[src/inc/hls_pkg.sv]
`default_nettype none

package hls_pkg;

    // ------------------------------------------------------------------
    // Sizes
    // ------------------------------------------------------------------
    localparam int HLS_CHANNELS   = 8;
    localparam int HLS_FIFO_DEPTH = 32;

    // ------------------------------------------------------------------
    // Carriers and states
    // ------------------------------------------------------------------
    // One bipolar symbol: positive mark, negative mark, or space.
    typedef struct packed {
        logic pos;
        logic neg;
    } hls_pair_t;

    localparam int HLS_PAIR_W = $bits(hls_pair_t);

    // Loopback selection of one channel, one-hot.
    typedef enum logic [2:0] {
        HLS_LB_NONE   = 3'h1,
        HLS_LB_REMOTE = 3'h2,
        HLS_LB_ANALOG = 3'h4
    } hls_lb_t;

    // ------------------------------------------------------------------
    // Reset values
    // ------------------------------------------------------------------
    localparam hls_pair_t HLS_PAIR_SPACE = 2'h0;
    localparam logic      HLS_BIT_RST    = 1'h0;

endpackage

`default_nettype wire

[src/hdl/hls_loopback_select.sv]
// What this block does
// Hardware mode, select pin low: channel enters remote loopback.
// Remote loopback ignores the framer's positive and negative data.
// Outside party keeps the transmit clock running during remote loopback.
// Outside party may tie the recovered receive clock to transmit clock.
// Remote loopback resends recovered line data on the line transmit pair.
// Hardware mode, select pin high: channel enters analog loopback.
// Analog loopback ignores whatever arrives on the line receive pair.
// Analog loopback feeds the line transmit output into the receive path.
// Floating select pin: no loopback, channel runs normally.
// Host mode with serial control: outside party grounds all select pins.
// Host mode with parallel control: select pins serve as data bus bits.
// Each channel follows its own sensed level, independent of the others.
`default_nettype none

// ----------------------------------------------------------------------
// Loopback buffer
// ----------------------------------------------------------------------
module hls_fifo #(
    parameter int WIDTH = 2,
    parameter int DEPTH = 32
) (
    input  wire logic             sys_clk_i,
    input  wire logic             rstn_i,
    input  wire logic             flush_i,
    input  wire logic             in_valid_i,
    output logic                  in_ready_o,
    input  wire logic [WIDTH-1:0] in_data_i,
    output logic                  out_valid_o,
    input  wire logic             out_ready_i,
    output logic      [WIDTH-1:0] out_data_o
);
    localparam int AW = (DEPTH > 1) ? $clog2(DEPTH) : 1;
    localparam logic [AW:0] FULL_CNT = (AW + 1)'(DEPTH);
    localparam logic [AW-1:0] LAST = (AW)'(DEPTH - 1);

    logic [WIDTH-1:0] mem [DEPTH];
    logic [AW-1:0]    wr_ptr;
    logic [AW-1:0]    rd_ptr;
    logic [AW:0]      count;
    logic             push;
    logic             pop;

    // Full and empty come straight from the fill count.
    assign in_ready_o  = (count != FULL_CNT) && !flush_i;
    assign out_valid_o = (count != '0) && !flush_i;
    assign push        = in_valid_i && in_ready_o;
    assign pop         = out_ready_i && out_valid_o;
    assign out_data_o  = mem[rd_ptr];

    // Storage has no reset; only the pointers and the fill count define what is valid.
    always_ff @(posedge sys_clk_i) begin
        if (push) begin
            mem[wr_ptr] <= in_data_i;
        end
    end

    // Pointers wrap at the configured depth, which need not be a power of two.
    always_ff @(posedge sys_clk_i or negedge rstn_i) begin
        if (!rstn_i) begin
            wr_ptr <= '0;
            rd_ptr <= '0;
            count  <= '0;
        end else if (flush_i) begin
            wr_ptr <= '0;
            rd_ptr <= '0;
            count  <= '0;
        end else begin
            if (push) begin
                wr_ptr <= (wr_ptr == LAST) ? '0 : wr_ptr + 1'b1;
            end
            if (pop) begin
                rd_ptr <= (rd_ptr == LAST) ? '0 : rd_ptr + 1'b1;
            end
            count <= count + (AW + 1)'(push) - (AW + 1)'(pop);
        end
    end
endmodule

// ----------------------------------------------------------------------
// Per-channel loopback selection
// ----------------------------------------------------------------------
module hls_loopback_select
    import hls_pkg::*;
#(
    parameter int CHANNELS   = HLS_CHANNELS,
    parameter int FIFO_DEPTH = HLS_FIFO_DEPTH
) (
    input  wire logic                sys_clk_i,
    input  wire logic                rstn_i,
    input  wire logic                hw_mode_i,
    input  wire logic                parallel_if_i,
    input  wire logic [CHANNELS-1:0] loopback_select_pin_lo_i,
    input  wire logic [CHANNELS-1:0] loopback_select_pin_hi_i,
    input  wire logic [CHANNELS-1:0] loopback_select_pin_i,
    output logic      [CHANNELS-1:0] loopback_select_pin_o,
    output logic      [CHANNELS-1:0] loopback_select_pin_oe_o,
    input  wire logic [CHANNELS-1:0] cpu_wdata_i,
    input  wire logic                cpu_drive_i,
    output logic      [CHANNELS-1:0] cpu_rdata_o,
    input  wire logic [CHANNELS-1:0] transmit_positive_data_i,
    input  wire logic [CHANNELS-1:0] transmit_negative_data_i,
    input  wire logic [CHANNELS-1:0] transmit_clock_in_i,
    input  wire logic [CHANNELS-1:0] line_receive_pos_i,
    input  wire logic [CHANNELS-1:0] line_receive_neg_i,
    input  wire hls_pair_t [CHANNELS-1:0] rec_data_i,
    input  wire logic [CHANNELS-1:0] rec_valid_i,
    output logic      [CHANNELS-1:0] rec_ready_o,
    output logic      [CHANNELS-1:0] line_transmit_pos_o,
    output logic      [CHANNELS-1:0] line_transmit_neg_o,
    output hls_pair_t [CHANNELS-1:0] rcv_data_o,
    output hls_lb_t   [CHANNELS-1:0] loop_mode_o
);

    // ------------------------------------------------------------------
    // Global strap synchronisers
    // ------------------------------------------------------------------
    logic [1:0] strap_meta;
    logic [1:0] strap_sync;
    logic       hw_mode;
    logic       host_parallel;

    // Mode straps come from pins, so they pass two flops first.
    always_ff @(posedge sys_clk_i or negedge rstn_i) begin
        if (!rstn_i) begin
            strap_meta <= '0;
            strap_sync <= '0;
        end else begin
            strap_meta <= {hw_mode_i, parallel_if_i};
            strap_sync <= strap_meta;
        end
    end

    assign hw_mode       = strap_sync[1];
    assign host_parallel = !strap_sync[1] && strap_sync[0];

    // ------------------------------------------------------------------
    // Shared data pins in host parallel mode
    // ------------------------------------------------------------------
    // The enable is registered too, so bus and pin direction flip together.
    always_ff @(posedge sys_clk_i or negedge rstn_i) begin
        if (!rstn_i) begin
            loopback_select_pin_o    <= '0;
            loopback_select_pin_oe_o <= '0;
        end else begin
            loopback_select_pin_o    <= cpu_wdata_i;
            loopback_select_pin_oe_o <=
                {CHANNELS{host_parallel && cpu_drive_i}};
        end
    end

    // ------------------------------------------------------------------
    // Channels
    // ------------------------------------------------------------------
    for (genvar ch = 0; ch < CHANNELS; ch++) begin : g_ch
        logic [7:0] pin_meta;
        logic [7:0] pin_sync;
        logic       transmit_clock_in_prev;
        logic       transmit_clock_in_rise;
        logic       sel_lo;
        logic       sel_hi;
        hls_lb_t    mode;
        hls_lb_t    next_mode;
        hls_pair_t  tx;
        hls_pair_t  next_tx;
        hls_pair_t  framer_tx;
        hls_pair_t  line_rx;
        hls_pair_t  fifo_out;
        logic       fifo_valid;
        logic       fifo_pop;
        logic       remote;

        // Every pin of the channel passes two flops before any logic.
        always_ff @(posedge sys_clk_i or negedge rstn_i) begin
            if (!rstn_i) begin
                pin_meta <= '0;
                pin_sync <= '0;
            end else begin
                pin_meta <= {loopback_select_pin_lo_i[ch],
                             loopback_select_pin_hi_i[ch],
                             loopback_select_pin_i[ch],
                             transmit_positive_data_i[ch],
                             transmit_negative_data_i[ch],
                             transmit_clock_in_i[ch],
                             line_receive_pos_i[ch],
                             line_receive_neg_i[ch]};
                pin_sync <= pin_meta;
            end
        end

        assign sel_lo    = pin_sync[7];
        assign sel_hi    = pin_sync[6];
        assign framer_tx = '{pos: pin_sync[4], neg: pin_sync[3]};
        assign line_rx   = '{pos: pin_sync[1], neg: pin_sync[0]};
        assign transmit_clock_in_rise = pin_sync[2] && !transmit_clock_in_prev;
        assign remote    = (mode == HLS_LB_REMOTE);

        // Edge detection looks only at the settled stage of the clock pin.
        always_ff @(posedge sys_clk_i or negedge rstn_i) begin
            if (!rstn_i) begin
                transmit_clock_in_prev <= HLS_BIT_RST;
            end else begin
                transmit_clock_in_prev <= pin_sync[2];
            end
        end

        // Three-level decode; both comparators at once is a glitch, so hold.
        always_comb begin
            next_mode = mode;
            if (!hw_mode) begin
                next_mode = HLS_LB_NONE;
            end else if (sel_lo && !sel_hi) begin
                next_mode = HLS_LB_REMOTE;
            end else if (sel_hi && !sel_lo) begin
                next_mode = HLS_LB_ANALOG;
            end else if (!sel_hi && !sel_lo) begin
                next_mode = HLS_LB_NONE;
            end
        end

        // Each channel tracks only its own pin and the shared hardware-mode strap.
        always_ff @(posedge sys_clk_i or negedge rstn_i) begin
            if (!rstn_i) begin
                mode <= HLS_LB_NONE;
            end else begin
                mode <= next_mode;
            end
        end

        // Recovered data is buffered and drained at the transmit clock rate.
        // Without a running transmit clock the buffer fills and stalls.
        assign fifo_pop = remote && transmit_clock_in_rise;

        hls_fifo #(
            .WIDTH (HLS_PAIR_W),
            .DEPTH (FIFO_DEPTH)
        ) u_fifo (
            .sys_clk_i   (sys_clk_i),
            .rstn_i      (rstn_i),
            .flush_i     (!remote),
            .in_valid_i  (rec_valid_i[ch]),
            .in_ready_o  (rec_ready_o[ch]),
            .in_data_i   (rec_data_i[ch]),
            .out_valid_o (fifo_valid),
            .out_ready_i (fifo_pop),
            .out_data_o  (fifo_out)
        );

        // Transmit symbol chosen per mode; both framer marks at once is sent as space, buffer data passes as stored.
        always_comb begin
            next_tx = tx;
            case (mode)
                HLS_LB_REMOTE: begin
                    if (fifo_pop) begin
                        next_tx = fifo_valid ? fifo_out
                                             : HLS_PAIR_SPACE;
                    end
                end
                HLS_LB_NONE,
                HLS_LB_ANALOG: begin
                    if (transmit_clock_in_rise) begin
                        next_tx = (framer_tx.pos && framer_tx.neg)
                                ? HLS_PAIR_SPACE : framer_tx;
                    end
                end
                default: begin
                    next_tx = HLS_PAIR_SPACE;
                end
            endcase
        end

        // Line driver symbol register.
        always_ff @(posedge sys_clk_i or negedge rstn_i) begin
            if (!rstn_i) begin
                tx <= HLS_PAIR_SPACE;
            end else begin
                tx <= next_tx;
            end
        end

        // Receive path: analog loopback replaces the line with our own output.
        always_ff @(posedge sys_clk_i or negedge rstn_i) begin
            if (!rstn_i) begin
                rcv_data_o[ch] <= HLS_PAIR_SPACE;
            end else if (mode == HLS_LB_ANALOG) begin
                rcv_data_o[ch] <= tx;
            end else begin
                rcv_data_o[ch] <= line_rx;
            end
        end

        // Read-back of the shared pin for the processor bus.
        always_ff @(posedge sys_clk_i or negedge rstn_i) begin
            if (!rstn_i) begin
                cpu_rdata_o[ch] <= HLS_BIT_RST;
            end else begin
                cpu_rdata_o[ch] <= pin_sync[5];
            end
        end

        assign line_transmit_pos_o[ch] = tx.pos;
        assign line_transmit_neg_o[ch] = tx.neg;
        assign loop_mode_o[ch]         = mode;
    end

endmodule

`default_nettype wire

[config.mk]
export PLATFORM = sky130hd
export DESIGN_NAME = hls_loopback_select
export DESIGN_NICKNAME = d
export VERILOG_FILES = /design/src/inc/hls_pkg.sv /design/src/hdl/hls_loopback_select.sv
export SDC_FILE = /design/constraint.sdc
export NUM_CORES = 1
export LEC_CHECK = 0
export BUFFER_PORTS_ARGS = -buffer_cell sky130_fd_sc_hd__buf_4
export CAP_MARGIN = 15
export CORE_MARGIN = 2
export CORE_UTILIZATION = 57
export DETAILED_ROUTE_END_ITERATION = 10
export PLACE_DENSITY = 0.75
export SYNTH_ARGS = -nofsm -noshare
export SYNTH_HDL_FRONTEND = slang
export SYNTH_SLANG_ARGS = --single-unit
[constraint.sdc]
create_clock -name sys_clk_i -period 5.4 [get_ports sys_clk_i]
set_clock_uncertainty 0.15 [all_clocks]
set_input_delay 0.27 -clock sys_clk_i [delete_from_list [all_inputs] [get_ports sys_clk_i]]
set_output_delay 0.27 -clock sys_clk_i [all_outputs]
set_load 0.01 [all_outputs]
; After elaboration in Yosys (flattened, before gate mapping)
; Memories as Yosys holds them, arrays and structs flattened.
; Cells that the tools add are included.
; Widths: inputs -> output; s select.
[classes]
n_eq_ne = 88
addsub = 32
mux = 152
reduce_logical = 131
[ops]
columns = op, count
row1 = $mux 5, 48
row2 = $mux 3, 32
row3 = $logic_and 1x1->1, 82
row4 = $add 5x1->5 const B, 16
row5 = $eq 5x5->1 const B, 16
row6 = $mux 2, 40
row7 = $add 6x1->6, 8
row8 = $mux 6, 8
row9 = $ne 2x1->1 const B, 24
row10 = $ne 6x6->1 const B, 8
row11 = $reduce_bool 6->1, 8
row12 = $sub 6x1->6, 8
row13 = $ne 4x1->1 const B, 8
row14 = $pmux 2 s2, 8
row15 = $logic_not 1->1, 25
row16 = $eq 3x1->1 const B, 8
row17 = $eq 3x2->1 const B, 8
row18 = $eq 3x3->1 const B, 8
row19 = $mux 1, 16
row20 = $ne 2x2->1 const B, 8
row21 = $reduce_and 2->1, 8
row22 = $reduce_or 2->1, 8
[totals]
word_cells = 511
mem_count = 8
input_bits = 101
ramBits = 512
register_bits = 341
out_inout_bits = 88
[mem_list]
columns = name, depth, word_bits, read_ports, rd_ports_with_merged_regs, wr, line
row1 = g_ch[0].u_fifo.mem, 32, 2, 1, 0, 1, hls_loopback_select.sv:37  ; logic [WIDTH-1:0] mem [DEPTH];
row2 = g_ch[1].u_fifo.mem, 32, 2, 1, 0, 1, hls_loopback_select.sv:37
row3 = g_ch[2].u_fifo.mem, 32, 2, 1, 0, 1, hls_loopback_select.sv:37
row4 = g_ch[3].u_fifo.mem, 32, 2, 1, 0, 1, hls_loopback_select.sv:37
row5 = g_ch[4].u_fifo.mem, 32, 2, 1, 0, 1, hls_loopback_select.sv:37
row6 = g_ch[5].u_fifo.mem, 32, 2, 1, 0, 1, hls_loopback_select.sv:37
row7 = 2 more memories, --, --, --, --, --, --

; Depth between registers and ports, before layout
[logic_depth]
depth_word = 6
depth_mapped = 15
depth_no_buf = 14

; Cells and area by module
; A second synthesis with hierarchy kept.
[unflattened]
hier_cells = 2772
area_unflattened_um2 = 37757.5
[by_module_without_submodules]
columns = module, seq_area_each_um2, instances, cells_per_inst, area_per_inst_um2
row1 = hls_fifo (g_ch[2].u_fifo ...), 2322.2, 3, 287, 3784.9
row2 = hls_fifo (g_ch[6].u_fifo ...), 2322.2, 2, 287, 3778.6
row3 = hls_loopback_select, 5340.1, 1, 482, 7422.1
row4 = hls_fifo (g_ch[5].u_fifo), 2322.2, 1, 285, 3816.2
row5 = hls_fifo (g_ch[1].u_fifo), 2322.2, 1, 283, 3806.2
row6 = hls_fifo (g_ch[0].u_fifo), 2322.2, 1, 287, 3801.1

; Worst setup path after synthesis
; Ideal clock, no wire load.
[synth_timing]
kind = flip-flop to flip-flop
start = register g_ch[6].mode[2]
end = register g_ch[6].u_fifo.count[4]
required_ns = 5.132
arrival_ns = 2.734
path_stages_with_launch = 16
setup_ns = 0.118
slack_ns = 2.398
synth_period_minus_slack_ns = 3.002
path_buffers = 3
cell_sequence = dfrtp_1 buf_2 or3b_1 buf_6 a211o_1 buf_6 inv_1 ha_1 inv_1 ha_1 fa_1 a21oi_1 nor2_1 nor2_1 xor2_1 nor2_1
[synth_via]
elab_chain_cells = 6
word_cells_on_any_way = 9
cone_classes = 2 x add/sub / 1 x eq/ne / 1 x mux / 5 x reduce/logical
[synth_lines]
columns = item, line
row1 = from (decl), hls_loopback_select.sv:162  ; hls_lb_t mode;
row2 = from (signal assigned), hls_loopback_select.sv:226  ; mode <= next_mode;
row3 = $eq 3x2->1 *, hls_loopback_select.sv:196  ; assign remote = (mode == HLS_LB_REMOTE);
row4 = $logic_and 1x1->1, hls_loopback_select.sv:45  ; assign in_ready_o = (count != FULL_CNT) && !flush_i;
row5 = $logic_and 1x1->1, hls_loopback_select.sv:47  ; assign push = in_valid_i && in_ready_o;
row6 = $add 6x1->6, hls_loopback_select.sv:75  ; count <= count + (AW + 1)'(push) - (AW + 1)'(pop);
row7 = $sub 6x1->6, hls_loopback_select.sv:75
row8 = $mux 6 *, hls_loopback_select.sv:64  ; end else if (flush_i) begin
row9 = to (signal assigned), hls_loopback_select.sv:75
row10 = to (decl), hls_loopback_select.sv:40  ; logic [AW:0] count;
; Mark *: on every way between the ends. The rest lies on a longest branch, timed or not.
; A chain may end at the register's enable or synchronous reset.

; Worst setup path after layout
[layout_timing]
start = register g_ch[4].mode[0]
end = register g_ch[4].u_fifo.count[4]
[layout_via]
elab_chain_cells = 6
word_cells_on_any_way = 9
cone_classes = 2 x add/sub / 1 x eq/ne / 1 x mux / 5 x reduce/logical
[layout_lines]
columns = item, line
row1 = from (decl), hls_loopback_select.sv:162
row2 = from (signal assigned), hls_loopback_select.sv:226
row3 = $eq 3x2->1 *, hls_loopback_select.sv:196
row4 = $logic_and 1x1->1, hls_loopback_select.sv:45
row5 = $logic_and 1x1->1, hls_loopback_select.sv:47
row6 = $add 6x1->6, hls_loopback_select.sv:75
row7 = $sub 6x1->6, hls_loopback_select.sv:75
row8 = $mux 6 *, hls_loopback_select.sv:64
row9 = to (signal assigned), hls_loopback_select.sv:75
row10 = to (decl), hls_loopback_select.sv:40
; Marks and branches as above.

==> results list <==
- Result of the run: finished clean
- Count of nets left with antenna violations after detail routing: 0
- Portion of the post-synthesis area used by sequential elements: approximately two thirds
- IR drop worst, VDD: between 0.0002 and 0.00025 V
* Path category of the worst min-delay check: input pin to async pin
- Smallest hold slack: roughly 74 ps
- After layout, the worst path uses between 60% and 70% of the clock period.
* Endpoint of the lowest-slack register-to-register path: g_ch[4].u_fifo.count[4]
- Detailed-route via count: about 22000
- Power spread over the standard cell area amounts to about 320 mW/mm^2.
* Critical path's largest stage delay: just under 600 ps
* Die H: between 200 and 300 um
- Buffers inserted during clock tree synthesis total 87.
- Post-route setup slack: between 2000 and 2500 ps
* Die W: about 260 um
* Number of DRC markers after the initial detailed-route iteration: 1862
- Time the final worst path needs with I/O delays and setup: between 3000 and 4000 ps
- TritonCTS built the clock tree.
- The largest individual stage delay along the critical path comes from the cell sky130_fd_sc_hd__dfstp_2.
* Number of buffers on the longest clock path: 3
- Least-Margin Pin Slew: approximately 1000 ps
* Number of nets in the layout: between 3000 and 4000
* Cell depth of the worst setup path: 12
* Async S/R FF share, synth: between 30% and 40%
- Static timing analysis puts the maximum clock frequency at roughly 310 MHz.
- Post-Synthesis Cell Area: 0.0369 sq mm
* Filler cell count in the final layout: roughly 4400
- Library cell occupying the most area in the post-synthesis netlist: sky130_fd_sc_hd__edfxtp_1
- The count of final max-slew check failures came to 0.
- Sort of element at the end of the critical path: flop
- Peak fanout along the critical path: 12
- Kind of cell adding the most delay to the critical path: adder cells
* Crit path to: g_ch[4].u_fifo.count[4]
- Total Wirelength: 74.0 mm
* Fraction of final layout cells with drive strength greater than 1: between 10% and 20%
* Crit path required time: 5740 ps
- The total area inside the core boundary comes to between 0.06 and 0.07 sq mm.
- Once layout is complete, the cells apart from fillers number 3815.
- The number of antenna violations at the first check in global routing was 3.
- CTS H-tree depth: 3
* Final GP Congestion: 0.817
- Top library cells by usage in the layout, fill and taps aside: 512 x sky130_fd_sc_hd__edfxtp_1, 368 x sky130_fd_sc_hd__nor2_1, 333 x sky130_fd_sc_hd__dfrtp_1, 194 x sky130_fd_sc_hd__buf_4, 160 x sky130_fd_sc_hd__ha_1
- The worst setup path is launched from a flop.
- The setup check on the worst reg-to-reg path leaves a slack of around 2100 ps.
* Initial Util: between 50% and 60%
- Post-route total power: 13.5 mW
- Fraction of synthesized cell area taken by the top area cell type: a little over two fifths
- The later pin in the worst-skew pair is clocked with a latency of approximately 620 ps.
- By area the synthesized netlist is led by sky130_fd_sc_hd__edfxtp_1 42%, sky130_fd_sc_hd__dfrtp_1 23%, sky130_fd_sc_hd__mux4_2 7.1%.
* Total Die Area: between 0.06 and 0.07 sq mm
* DRC violation count after routing: 0
- Dividing the detail-routed wire length by the instance count gives roughly 19 um.
- Via count of the first global-routing pass: 23257
- IO buf count: about 190
- Clock tree synthesis found a total of 853 sinks.
- Tracing the worst setup path back leads to its startpoint at g_ch[4].mode[0].
- Adding up every negative setup slack in the final design gives 0 ps.
- Cell-by-cell trace of the critical path: or3b_1, a211o_1, inv_1, ha_1, inv_1, ha_1, fa_1, a21oi_1, nor2_1, nor2_1, xor2_1, nor2_1
* Number of enable flip-flop cells after synthesis: between 500 and 600
* GRT Residual Overflow: 0
- Entering global routing, the biggest net connects 181 pins.
* Net count after synthesis: approximately 2900
- By instance count, the cell type seen most on the critical path is sky130_fd_sc_hd__nor2_1.
- Static Leak: ~16 nW
- After detailed routing, the number of vias per cell comes to 5.69.
* Max-cap violation count: 0
* Most common library cell in the layout ignoring fill and taps: sky130_fd_sc_hd__edfxtp_1
- The tree is rooted in a sky130_fd_sc_hd__clkbuf_16.
* Leading register cell type out of synthesis: sky130_fd_sc_hd__edfxtp_1
* Syn Area/Cell: approximately 14 sq um
- Clock-pin slew was measured on the worst setup and hold paths at approximately 60 ps.
* Final Hold Vio Count: 0
* Setup repair after global routing missed its margin: no
- Headroom to the max-slew limit came out at between 30% and 40%.
* Sum of buffers and inverters on the critical path: 2
* Global routing usage summed across all routing layers: 22.5%
* Final Setup Violations: 0
- The number of gates resized after CTS was 0.
- Detailed-routing iteration count for the pre-antenna-repair pass: 5
- Synthesis handed over a netlist of ~2600 instances.
* Launch point of the worst reg-to-reg path: g_ch[4].mode[0]
* Area growth from synthesis to layout: 16.2%
* HPWL Detailed: roughly 47 mm
- STA puts the critical path data arrival time at 3620 ps.
* Flop and latch count out of synthesis: 853
- Wire length of the first global-routing pass: 120 mm
* Row count: 93
- Boundary Pins: ~190
* Depth of the most critical reg-to-reg path: 12
- Worst setup path class: flop to flop
- Number of distinct library cells after synthesis: a little under 70
- The number of placed instances, taps included, is 3547.
- Number of warning messages in the yosys log: 0
- Timing analysis after detailed placement gives a worst setup slack of roughly 2100 ps.
## layout make-up
| type | instances | area, sq um | share of cell area [%] |
|---|---|---|---|
| diodes | 3 | 7.51 | 0.0175 |
| clock buffers | 126 | 2540 | 5.92 |
| clock inverters | 36 | 338 | 0.788 |
| inverters | 123 | 462 | 1.08 |
| multi-input cells | 1519 | 11900 | 27.8 |
| flip-flops and latches | 853 | 23900 | 55.8 |
| well taps | 855 | 1070 | 2.50 |
| repair buffers | 300 | 2610 | 6.08 |
## cell families after synthesis
kind of cell             Yosys count  share of synthesized area, %
adder cells (fa/ha/maj)          168                          5.86
multiplexers                     211                          9.76
flip-flops                       853                          64.8
AO/OA/AOI/OAI                    274                          4.79
XOR/XNOR                          38                         0.902
buffers and inverters            242                          2.81
AND/OR/NAND/NOR                  828                          11.1
## through the flow
step                      util, %  instance area, sq um
final                        66.8                 42900
after floorplan                 -                 36900
after CTS                    66.6                 42800
after global routing         66.7                 42900
after detailed placement     60.6                 38900
after global placement       60.6                 38900
## worst reg2reg max path, cell delays in order, from the launching register on
cell                      delay, ps
sky130_fd_sc_hd__dfstp_2        590
sky130_fd_sc_hd__or3b_1         410
sky130_fd_sc_hd__a211o_1        340
sky130_fd_sc_hd__inv_1          130
sky130_fd_sc_hd__ha_1           300
sky130_fd_sc_hd__inv_1           40
sky130_fd_sc_hd__ha_1           200
sky130_fd_sc_hd__fa_1           430
sky130_fd_sc_hd__a21oi_1        170
sky130_fd_sc_hd__nor2_1          60
sky130_fd_sc_hd__nor2_1         110
sky130_fd_sc_hd__xor2_1         160
sky130_fd_sc_hd__nor2_1          60
## what timing repair did
item	4_1_cts	5_1_grt
setup buffers	0	0
hold endpoints to repair	843	0
hold buffers	100	0
## state kept, by name (all words and copies together) (netlist names)
register                     cells
cpu_rdata_o                      8
g_ch.mode                       24
g_ch.pin_meta                   64
g_ch.pin_sync                   64
g_ch.transmit_clock_in_prev      8
g_ch.u_fifo.count               48
g_ch.u_fifo.mem                512
g_ch.u_fifo.rd_ptr              40
g_ch.u_fifo.wr_ptr              40
line_transmit_neg_o              8
line_transmit_pos_o              8
loopback_select_pin_o            8
loopback_select_pin_oe_o         1
rcv_data_o                      16
strap_meta                       2
strap_sync                       2
## cells in the mapped netlist, types with 23 or more instances
master,count
sky130_fd_sc_hd__a21oi_1,79
sky130_fd_sc_hd__buf_2,24
sky130_fd_sc_hd__clkbuf_1,56
sky130_fd_sc_hd__dfrtp_1,333
sky130_fd_sc_hd__edfxtp_1,512
sky130_fd_sc_hd__ha_1,160
sky130_fd_sc_hd__inv_1,115
sky130_fd_sc_hd__mux2i_1,75
sky130_fd_sc_hd__mux4_2,117
sky130_fd_sc_hd__nand2_1,140
sky130_fd_sc_hd__nand2b_1,23
sky130_fd_sc_hd__nand3_1,64
sky130_fd_sc_hd__nand3b_1,50
sky130_fd_sc_hd__nor2_1,368
sky130_fd_sc_hd__nor2b_1,29
sky130_fd_sc_hd__nor3b_1,28
sky130_fd_sc_hd__o21ai_0,65
## power breakdown
group,total (mW),internal (mW),switching (mW)
Sequential,7.09,7.02,0.0695
Combinational,0.474,0.214,0.260
Clock,5.97,3.52,2.45
## worst min-delay path by stage
stage,startpoint,to,depth (start not counted)
3_3_place_gp,rstn_i,g_ch[1].pin_sync[5],1
6_report,rstn_i,g_ch[4].u_fifo.wr_ptr[1],3
2_1_floorplan,rstn_i,cpu_rdata_o[0],0
3_5_place_dp,rstn_i,g_ch[1].pin_meta[5],1
5_1_grt,rstn_i,g_ch[4].u_fifo.wr_ptr[1],3
4_1_cts,rstn_i,g_ch[4].u_fifo.wr_ptr[1],3
## metal layers
| metal | track usage, % | vias up | routed length (um) |
|---|---|---|---|
| li1 | - | 10058 | - |
| met1 | 29.9 | 10947 | 31100 |
| met2 | 38.3 | 570 | 37100 |
| met3 | 3.87 | 137 | 3870 |
| met4 | 6.71 | 0 | 1850 |
| met5 | 0 | - | 0 |
(Power assumes the default switching activity.)
